$ cat config.mk
export PLATFORM = sky130hd
export DESIGN_NAME = power_mgmt_csr
export DESIGN_NICKNAME = d
export VERILOG_FILES = /design/src/power_mgmt_pkg.sv /design/src/wake_if.sv /design/src/power_mgmt_csr.sv /design/src/wake_event_ctl.sv
export VERILOG_INCLUDE_DIRS = /design/src
export SDC_FILE = /design/constraint.sdc
export NUM_CORES = 1
export LEC_CHECK = 0
export ABC_AREA = 1
export BUFFER_PORTS_ARGS = -buffer_cell sky130_fd_sc_hd__buf_2
export CORE_UTILIZATION = 47
export DETAILED_ROUTE_END_ITERATION = 8
export PLACE_DENSITY = 0.85
export SLEW_MARGIN = 10
export SYNTH_ARGS = -nofsm -noshare
export SYNTH_HDL_FRONTEND = slang
export SYNTH_HIERARCHICAL = 1
export SYNTH_SLANG_ARGS = --single-unit
$ cat constraint.sdc
create_clock -name clock -period 2.1 [get_ports clock]
set_clock_uncertainty 0.15 [all_clocks]
set_input_delay 0.315 -clock clock [delete_from_list [all_inputs] [get_ports clock]]
set_output_delay 0.315 -clock clock [all_outputs]
set_load 0.005 [all_outputs]
$ cat src/power_mgmt_defs.svh
// offsets, field positions, reset values and timing counts of the power csr
// assumes inclusion by bare name from package and modules
`ifndef POWER_MGMT_DEFS_SVH
`define POWER_MGMT_DEFS_SVH

`define PM_ADDR_W            8
`define PM_DATA_W            32
`define PM_CSR_OFFSET        8'h94
`define PM_IRQ_STATUS_OFFSET 8'hE0
`define PM_IRQ_MASK_OFFSET   8'hE4

`define PM_STATE_LSB         0
`define PM_STATE_MSB         1
`define PM_NO_SOFT_RESET_BIT 3
`define PM_WAKE_ENABLE_BIT   8
`define PM_WAKE_STATUS_BIT   15
`define PM_B2B3_BIT          22
`define PM_BUS_PWR_CLK_BIT   23

`define PM_STATE_FULL_ON     2'h0
`define PM_STATE_UNIMPL_A    2'h1
`define PM_STATE_UNIMPL_B    2'h2
`define PM_STATE_LOW         2'h3

`define PM_STATE_RESET       2'h0
`define PM_NO_SOFT_RESET_VAL 1'h1
`define PM_B2B3_VAL          1'h0
`define PM_BUS_PWR_CLK_VAL   1'h0
`define PM_WAKE_ENABLE_RESET 1'h0
`define PM_WAKE_STATUS_RESET 1'h0

`define PM_IRQ_COUNT         2
`define PM_IRQ_WAKE          0
`define PM_IRQ_RESET_DONE    1

`define PM_CLOCK_NS          100
`define PM_SOFT_RESET_NS     400
`define PM_SOFT_RESET_CYCLES \
    ((`PM_SOFT_RESET_NS + `PM_CLOCK_NS - 1) / `PM_CLOCK_NS)
`define PM_COUNT_W           4

`endif

$ cat src/power_mgmt_pkg.sv
// types shared by the power csr and its wake-event controller
// assumes power_mgmt_defs.svh on the include path
`include "power_mgmt_defs.svh"

package power_mgmt_pkg;

    typedef enum logic [1:0] {
        mode_full_on,
        mode_low_power,
        mode_soft_reset
    } ctl_mode_t;

    typedef struct packed {
        logic [1:0]                  power_state;
        logic                        wake_enable;
        logic [`PM_IRQ_COUNT-1:0]    irq_status;
        logic [`PM_IRQ_COUNT-1:0]    irq_mask;
        logic                        irq;
        logic [`PM_DATA_W-1:0]       rdata;
        logic                        soft_reset;
        logic [`PM_COUNT_W-1:0]      reset_count;
        ctl_mode_t                   mode;
        logic                        low_power;
        logic                        wake_clear;
    } csr_state_t;

    typedef struct packed {
        logic status;
        logic out_n;
    } wake_state_t;

endpackage

$ cat src/wake_if.sv
// carrier between the csr and the wake-event controller
// assumes both ends share one clock
`timescale 1ns/1ps

interface wake_if;
    logic wake_event;
    logic wake_enable;
    logic wake_clear;
    logic wake_status;
    logic wake_out_n;

    modport csr (
        output wake_event,
        output wake_enable,
        output wake_clear,
        input  wake_status,
        input  wake_out_n
    );

    modport ctl (
        input  wake_event,
        input  wake_enable,
        input  wake_clear,
        output wake_status,
        output wake_out_n
    );
endinterface

$ cat src/power_mgmt_csr.sv
// power-management control/status word with bridge extension byte
// assumes a one-cycle strobe register port and synchronous wake pulses
// Operation
// - two-bit power state, 00 on, 11 low
// - writes of 01 or 10 are discarded
// - bit 3 reads one, contents preserved
// - bit 8 enables wake output, resets 0
// - data select, scale, upper byte read zero
// - bit 22 reads zero, no B2/B3
// - bit 23 reads zero, bus control off
// - wake output usable in every power state
`timescale 1ns/1ps
`include "power_mgmt_defs.svh"

module power_mgmt_csr (
    input  wire logic                  clock,
    input  wire logic                  rst,
    input  wire logic [`PM_ADDR_W-1:0] addr,
    input  wire logic [`PM_DATA_W-1:0] wdata,
    input  wire logic                  wr,
    input  wire logic                  rd,
    output logic      [`PM_DATA_W-1:0] rdata,
    input  wire logic                  wake_event,
    output logic                       wake_event_out_n,
    output logic      [1:0]            power_state,
    output logic                       low_power,
    output logic                       soft_reset,
    output logic                       irq
);

    localparam logic [`PM_COUNT_W-1:0] soft_reset_last =
        `PM_COUNT_W'(`PM_SOFT_RESET_CYCLES - 1);

    power_mgmt_pkg::csr_state_t state;
    power_mgmt_pkg::csr_state_t next_state;

    wake_if wake ();

    wake_event_ctl u_wake (
        .clock (clock),
        .rst   (rst),
        .wake  (wake)
    );

    // address match used by write and read decode
    function automatic logic hit(
        input logic [`PM_ADDR_W-1:0] a,
        input logic [`PM_ADDR_W-1:0] offset
    );
        hit = (a == offset);
    endfunction

    // only the on and low codes are accepted into the state field
    function automatic logic state_implemented(input logic [1:0] code);
        state_implemented = (code == `PM_STATE_FULL_ON) ||
                            (code == `PM_STATE_LOW);
    endfunction

    // assembled read value of the control/status word and extension byte
    function automatic logic [`PM_DATA_W-1:0] csr_word(
        input logic [1:0] ps,
        input logic       enable,
        input logic       status
    );
        logic [`PM_DATA_W-1:0] w;
        w = '0;
        w[`PM_STATE_MSB:`PM_STATE_LSB] = ps;
        w[`PM_NO_SOFT_RESET_BIT]       = `PM_NO_SOFT_RESET_VAL;
        w[`PM_WAKE_ENABLE_BIT]         = enable;
        w[`PM_WAKE_STATUS_BIT]         = status;
        w[`PM_B2B3_BIT]                = `PM_B2B3_VAL;
        w[`PM_BUS_PWR_CLK_BIT]         = `PM_BUS_PWR_CLK_VAL;
        csr_word = w;
    endfunction

    logic                      csr_write;
    logic                      status_write;
    logic                      mask_write;
    logic [1:0]                new_state;
    logic                      state_accept;
    logic                      wake_to_on;
    logic                      reset_done;
    logic [`PM_IRQ_COUNT-1:0]  irq_set;
    logic [`PM_IRQ_COUNT-1:0]  irq_clear;
    logic [`PM_IRQ_COUNT-1:0]  next_irq_status;

    assign csr_write    = wr && hit(addr, `PM_CSR_OFFSET);
    assign status_write = wr && hit(addr, `PM_IRQ_STATUS_OFFSET);
    assign mask_write   = wr && hit(addr, `PM_IRQ_MASK_OFFSET);
    assign new_state    = wdata[`PM_STATE_MSB:`PM_STATE_LSB];
    assign state_accept = csr_write && state_implemented(new_state);
    assign wake_to_on   = state_accept &&
                          (state.power_state == `PM_STATE_LOW) &&
                          (new_state == `PM_STATE_FULL_ON);
    assign reset_done   = (state.mode == power_mgmt_pkg::mode_soft_reset) &&
                          (state.reset_count == soft_reset_last);

    assign irq_set[`PM_IRQ_WAKE]       = wake_event;
    assign irq_set[`PM_IRQ_RESET_DONE] = reset_done;
    assign irq_clear = status_write ? wdata[`PM_IRQ_COUNT-1:0] : '0;

    // sticky event bits, a new event beats a write-one clear
    genvar i;
    generate
        for (i = 0; i < `PM_IRQ_COUNT; i = i + 1) begin : g_irq
            assign next_irq_status[i] = irq_set[i] |
                                        (state.irq_status[i] & ~irq_clear[i]);
        end
    endgenerate

    always_comb begin
        next_state            = state;
        next_state.wake_clear = 1'h0;
        next_state.irq_status = next_irq_status;
        next_state.rdata      = '0;

        if (state_accept) begin
            next_state.power_state = new_state;
        end
        if (csr_write) begin
            next_state.wake_enable = wdata[`PM_WAKE_ENABLE_BIT];
            // the clear lands a cycle late; drop it if an event meets the write
            next_state.wake_clear  = wdata[`PM_WAKE_STATUS_BIT] &&
                                     !wake_event;
        end
        if (mask_write) begin
            next_state.irq_mask = wdata[`PM_IRQ_COUNT-1:0];
        end

        case (state.mode)
            power_mgmt_pkg::mode_full_on: begin
                if (state_accept && new_state == `PM_STATE_LOW) begin
                    next_state.mode = power_mgmt_pkg::mode_low_power;
                end
            end
            power_mgmt_pkg::mode_low_power: begin
                if (wake_to_on) begin
                    next_state.mode        = power_mgmt_pkg::mode_soft_reset;
                    next_state.reset_count = '0;
                end
            end
            power_mgmt_pkg::mode_soft_reset: begin
                if (reset_done) begin
                    next_state.reset_count = '0;
                    if (state.power_state == `PM_STATE_LOW ||
                        (state_accept && new_state == `PM_STATE_LOW)) begin
                        next_state.mode = power_mgmt_pkg::mode_low_power;
                    end else begin
                        next_state.mode = power_mgmt_pkg::mode_full_on;
                    end
                end else begin
                    next_state.reset_count = state.reset_count + 1'h1;
                end
            end
            default: begin
                next_state.mode = power_mgmt_pkg::mode_full_on;
            end
        endcase

        // internal reset only; the bus reset pin is not touched
        next_state.soft_reset = (next_state.mode ==
                                 power_mgmt_pkg::mode_soft_reset);
        next_state.low_power  = (next_state.power_state == `PM_STATE_LOW);
        next_state.irq        = |(next_irq_status & next_state.irq_mask);

        if (rd) begin
            if (hit(addr, `PM_CSR_OFFSET)) begin
                next_state.rdata = csr_word(state.power_state,
                                            state.wake_enable,
                                            wake.wake_status);
            end else if (hit(addr, `PM_IRQ_STATUS_OFFSET)) begin
                next_state.rdata[`PM_IRQ_COUNT-1:0] = state.irq_status;
            end else if (hit(addr, `PM_IRQ_MASK_OFFSET)) begin
                next_state.rdata[`PM_IRQ_COUNT-1:0] = state.irq_mask;
            end else begin
                next_state.rdata = '0;
            end
        end
    end

    always_ff @(posedge clock) begin
        if (rst) begin
            state.power_state <= `PM_STATE_RESET;
            state.wake_enable <= `PM_WAKE_ENABLE_RESET;
            state.irq_status  <= '0;
            state.irq_mask    <= '0;
            state.irq         <= 1'h0;
            state.rdata       <= '0;
            state.soft_reset  <= 1'h0;
            state.reset_count <= '0;
            state.mode        <= power_mgmt_pkg::mode_full_on;
            state.low_power   <= 1'h0;
            state.wake_clear  <= 1'h0;
        end else begin
            state <= next_state;
        end
    end

    assign wake.wake_event  = wake_event;
    assign wake.wake_enable = state.wake_enable;
    assign wake.wake_clear  = state.wake_clear;

    assign rdata            = state.rdata;
    assign wake_event_out_n = wake.wake_out_n;
    assign power_state      = state.power_state;
    assign low_power        = state.low_power;
    assign soft_reset       = state.soft_reset;
    assign irq              = state.irq;

endmodule

$ cat src/wake_event_ctl.sv
// wake-event status flag and active-low wake output
// assumes wake_event is a synchronous pulse; clear is write-one from csr
`timescale 1ns/1ps
`include "power_mgmt_defs.svh"

module wake_event_ctl (
    input  wire logic clock,
    input  wire logic rst,
    wake_if.ctl       wake
);

    power_mgmt_pkg::wake_state_t state;
    power_mgmt_pkg::wake_state_t next_state;

    always_comb begin
        next_state = state;
        // event wins over a clear in the same cycle
        if (wake.wake_clear) begin
            next_state.status = 1'h0;
        end
        if (wake.wake_event) begin
            next_state.status = 1'h1;
        end
        // asserted in any power state, gated only by the enable
        next_state.out_n = ~(next_state.status & wake.wake_enable);
    end

    always_ff @(posedge clock) begin
        if (rst) begin
            state.status <= `PM_WAKE_STATUS_RESET;
            state.out_n  <= 1'h1;
        end else begin
            state <= next_state;
        end
    end

    assign wake.wake_status = state.status;
    assign wake.wake_out_n  = state.out_n;

endmodule

Yosys cells after proc, flatten, opt, wreduce, memory -nomap -nowiden:

Index checks and enable logic that the tools add are counted.

* bits of input ports: 45
* register bits after elaboration: 51

* bitwise operators: 12
* equality and inequality tests: 11
* multiplexer cells: 15
* add/sub/neg operators: 1
* reduce and logical (&&, ||, !) cells: 20

Operator list (count)
* equality test 8 bit, second input constant: 3
* two-way mux 2 bit: 7
* equality test 2 bit, second input constant: 5
* logical AND 1 bit: 9
* two-way mux 4 bit: 2
* one-hot mux 4 bit (2 select lines): 1
* two-way mux 6 bit: 1
* NOT 1 bit: 6
* one-hot mux 2 bit (3 select lines): 1
* OR reduction 2 bit: 3
* adder 4 x 1 -> 4 bit, second input constant: 1
* equality test 4 x 2 -> 1 bit, second input constant: 1
* zero test 2 bit: 2
* AND 1 bit: 3
* two-way mux 1 bit: 3
* OR reduction 3 bit: 1
* AND 2 bit: 1
* equality test 2 x 1 -> 1 bit, second input constant: 1
* logical OR 1 bit: 2
* != test 2 bit, second input constant: 1
* bitwise OR 1 bit: 2
* AND reduction 2 bit: 1
* nonzero test 2 bit: 1
* zero test 1 bit: 1

Depth between registers and ports, before layout:

* depth in word-level cells: 9
* gate-level depth with buffers: 10
* mapped depth without buffers: 10

By module:

Netlist, hierarchy kept.

By module, submodules not included
* power_mgmt_csr: cells an instance 179, instances 1, sequential area each 440.4 µm², area an instance 1360.1 µm²
* wake_event_ctl: cells an instance 9, instances 1, sequential area each 40.0 µm², area an instance 80.1 µm²

Least setup slack after synthesis:

Ideal clock, no wire load.

* kind: in2reg
* from: in wdata[0]
* to: reg state[2] in the netlist's numbering
* stages: 8
* path slack: 0.680 ns
* arrival: 1.143 ns
* required time: 1.822 ns
* cells stage by stage: inv_1 > ha_1 > inv_1 > nand3_2 > nand2_1 > nand2_1 > nor2_1 > nor2_1

* cells in the longest elaborated chain, start to end: 8

RTL lines
* start: declaration: RTL line power_mgmt_csr.sv:19 `` input wire logic [`PM_DATA_W-1:0] wdata, ``
* equality test 2 bit (no source line) / zero test 2 bit (equally long branches)
* logical OR 1 bit: RTL line power_mgmt_csr.sv:55 `` state_implemented = (code == `PM_STATE_FULL_ON) || ``
* logical AND 1 bit: RTL line power_mgmt_csr.sv:91 `assign state_accept = csr_write && state_implemented(new_state);`
* logical AND 1 bit (no source line)
* logical OR 1 bit: RTL line power_mgmt_csr.sv:145 `` if (state.power_state == `PM_STATE_LOW || ``
* two-way mux 1 bit: RTL line power_mgmt_csr.sv:145
* two-way mux 2 bit: RTL line power_mgmt_csr.sv:143 `if (reset_done) begin`
* one-hot mux 2 bit (3 select lines) (*): RTL line power_mgmt_csr.sv:130 `case (state.mode)`
* end signal: assignment: RTL line power_mgmt_csr.sv:195 `state <= next_state;`
* end: declaration: RTL line power_mgmt_csr.sv:34 `power_mgmt_pkg::csr_state_t state;`

Every way passes the cells marked *; elsewhere a longest branch is shown, timed or not. The select of a mux whose other input is x is not followed.
A chain may end at the register's enable or synchronous reset.

Worst setup path in the final report:

* from: reg power_state[1] (netlist name)
* to: reg state[2] in the netlist's numbering

* cells in the longest elaborated chain, start to end: 5

RTL lines (RTL line)
* equality test 2 bit (no source line) (*)
* logical OR 1 bit / logical AND 1 bit (equally long branches): power_mgmt_csr.sv:145, power_mgmt_csr.sv:92
* two-way mux 1 bit / logical AND 1 bit (equally long branches): power_mgmt_csr.sv:145, power_mgmt_csr.sv:92
* two-way mux 2 bit / two-way mux 6 bit (equally long branches): power_mgmt_csr.sv:143, power_mgmt_csr.sv:137
* one-hot mux 2 bit (3 select lines) (*): power_mgmt_csr.sv:130

Marked as above.

==> run_results.csv <==
group,metric,value,unit
run_status,status,"finished with violations",
run_status,violations,"DRC",
clock_tree,clkSinkCount,24,
timing,finalSetupTns,0,ps
min_path,hold_class,"primary input to register",
floorplanning,rows,19,
routing,vias_per_cell,4.56,
worst_setup_path,arrival,1410,ps
global_route,grt_pass1_vias,952,
synth,synth_top_area_cell,"dfxtp_1",
timing,fmax,744,MHz
floorplanning,io_pins,83,
worst_setup_path,cp-end-kind,"register",
placement,port_buffers,27,
power_and_ir_drop,p_int,674,uW
clock_tree,h-tree-depth,1,
finish,final_util,0.532,
timing,grt_setup_unrepaired,"false",
timing,setup_violations,0,
finish,area_growth,4.52,%
finish,layoutNonFillerInstCount,241,
placement,post_dp_cell_area,1450,um2
worst_setup_path,reg2reg_setup_slack,760,ps
global_route,grt_max_degree,15,
global_route,grt_pass1_wl,3810,um
synth,synthDistinctLibCells,29,
placement,place_inst,237,
synth,synth_top_area_frac,0.334,
timing,period_needed,1340,ps
clock_tree,clk_latency,320,ps
power_and_ir_drop,ir_drop,0.408,mV
timing,drv_slew,0,
floorplanning,dieWidth,57.4,um
synth,synth.area.top_cells,"dfxtp_1 33%, buf_4 18%, inv_1 7.3%",
worst_setup_path,max_stage_delay,420,ps
power_and_ir_drop,pwr-share-comb,0.089,
synth,async_reset_ff_frac,0,
floorplanning,dieArea,3290,um2
finish,antenna_cells,0,
worst_setup_path,start_kind,"register",
clock_tree,cts_max_path_buffers,2,
synth,postSynthAreaPerCell,7.66,um2
global_route,antenna_found_initial,0,
finish,layout-drive-gt1-share,0.248,
worst_setup_path,required,2170,ps
power_and_ir_drop,p_leak,0.791,nW
routing,drc,6,
finish,fillCellCount,276,
power_and_ir_drop,seq_power_share,0.526,
worst_setup_path,path_class,"register to register",
worst_setup_path,crit_slowest_cell,"dfxtp_1",
routing,post_drt_wl_per_cell,9.26,um
power_and_ir_drop,clkPwrFrac,0.385,
timing,fin_crit_sh,0.640,
finish,nNetsFinal,259,
synth,postSynthCellCount,188,
worst_setup_path,path_max_fanout,4,
synth,ys_ff_latch,24,
global_route,grtUsageTotal,0.147,
placement,gp_congestion,0.779,
timing,whs,77.5,ps
synth,ys_warn_count,6,
clock_tree,cts_tree,"yes",
global_route,grt_overflow,0,
clock_tree,cts.clk_slew.worst_paths,140,ps
synth,ys_seq_area_frac,0.334,
placement,dp_hpwl,1790,um
routing,vias,1098,
floorplanning,die_h,57.4,um
routing,ant_nets,0,
finish,stdcell_area,1510,um2
worst_setup_path,path_delay_family,"simple AND/OR/NAND/NOR gates",
synth,synth.most_common_cell,"buf_4",
power_and_ir_drop,power.switching,201,uW
synth,ys.flop_type,"dfxtp_1",
flow_run,drv_cap,0,
clock_tree,cts-resized-gates,0,
power_and_ir_drop,power.density,581,nW/um2
synth,synth_top_cells_by_count,"34 x buf_4, 28 x inv_1, 24 x dfxtp_1, 24 x nand2_1, 17 x nor2_1",
synth,synth_edf_count,0,
clock_tree,numCtsBuffers,3,
routing,drtIter0Drc,34,
clock_tree,hold_buffers,0,
routing,first_pass_iters,9,
worst_setup_path,path_buf_inv,0,
clock_tree,post_cts_buffers,0,
clock_tree,cts-root-buf,"clkbuf_4",
floorplanning,coreArea,2830,um2
routing,routed_wl,2230,um
synth,netlist_area,1440,um2
floorplanning,start_util,0.509,
timing,hold_violations,0,
worst_setup_path,crit_chain,"nand2_1, nor2_1, nand3_2, nand2_1, nand2_1, nor2_1, nor2_1",
power_and_ir_drop,p_sw_frac,0.229,
## layout by cell type, fill, tap and decap left out, drive strengths merged
cell type / instances
inv: 29
nand2: 29
conb: 27
buf: 27
dfxtp: 24
nor2: 21
nand3: 16
a21oi: 12
o21ai: 8
ha: 3
clkbuf: 3
nand4: 3
nor3: 3
xor2: 1
xnor2: 1
o2111ai: 1
a31o: 1
bufinv: 1
## metrics by stage
step | total power [mW] | setup slack [ps]
floorplan | 0.555 | 680
global placement | 0.545 | 455
detailed placement | 0.547 | 456
CTS | 0.884 | 740
global route | 0.909 | 631
finish | 0.874 | 757
## power by group through the flow
stage          logic, mW  clock network (mW)  registers, mW
3_5_place_dp      0.0770                   0          0.470
2_1_floorplan     0.0849                   0          0.470
6_report          0.0776               0.336          0.460
3_3_place_gp      0.0748                   0          0.470
5_1_grt           0.0885               0.359          0.461
4_1_cts           0.0772               0.346          0.460
## cell type report
class | count | area (um2) | share of cell area
Sequential cell | 24 | 480 | 0.319
Tap cell | 31 | 38.8 | 0.0258
Clock inverter | 1 | 30.0 | 0.0200
Clock buffer | 3 | 22.5 | 0.0150
Timing Repair Buffer | 27 | 135 | 0.0898
Multi-Input combinational cell | 126 | 689 | 0.458
Inverter | 29 | 109 | 0.0723
## registers in the layout (all words and copies together), names as in the netlist
register,flops
wake.wake_enable,1
soft_reset,1
power_state,2
wake.wake_clear,1
state,10
irq,1
u_wake/wake.wake_out_n,1
u_wake/wake.wake_status,1
low_power,1
rdata,5
## worst min-delay path, stage by stage
cell and delay [ps]:
buf_2 90, nand3_1 70, nor2_1 40
## per-layer routing
layer	part of all wire	track usage
met1	0.44	0.167
met2	0.51	0.271
met3	0.050	0.0476
met4	0	0.0209
met5	0	0
## worst paths after layout
| kind | start | end | cells past startpoint |
|---|---|---|---|
| worst max-delay path | power_state[1]$_SDFF_PP0_ | state[2]$_SDFF_PP0_ | 7 |
| worst min-delay path | wdata[15] | wake.wake_clear$_SDFF_PP0_ | 3 |
| worst max register to register | power_state[1]$_SDFF_PP0_ | state[2]$_SDFF_PP0_ | 7 |
| worst min register to register | wake.wake_enable$_SDFFE_PP0N_ | u_wake/wake.wake_out_n$_SDFF_PP1_ | 1 |
## cells by family after synthesis
kind of cell | share of synthesized area
adder cells (fa/ha/maj) | 0.0261
XOR/XNOR | 0.0122
buffers and inverters | 0.255
AO/OA/AOI/OAI | 0.0895
other | 0.00260
AND/OR/NAND/NOR | 0.281
flip-flops | 0.334
Note: power is estimated with default switching activity, not from simulation.
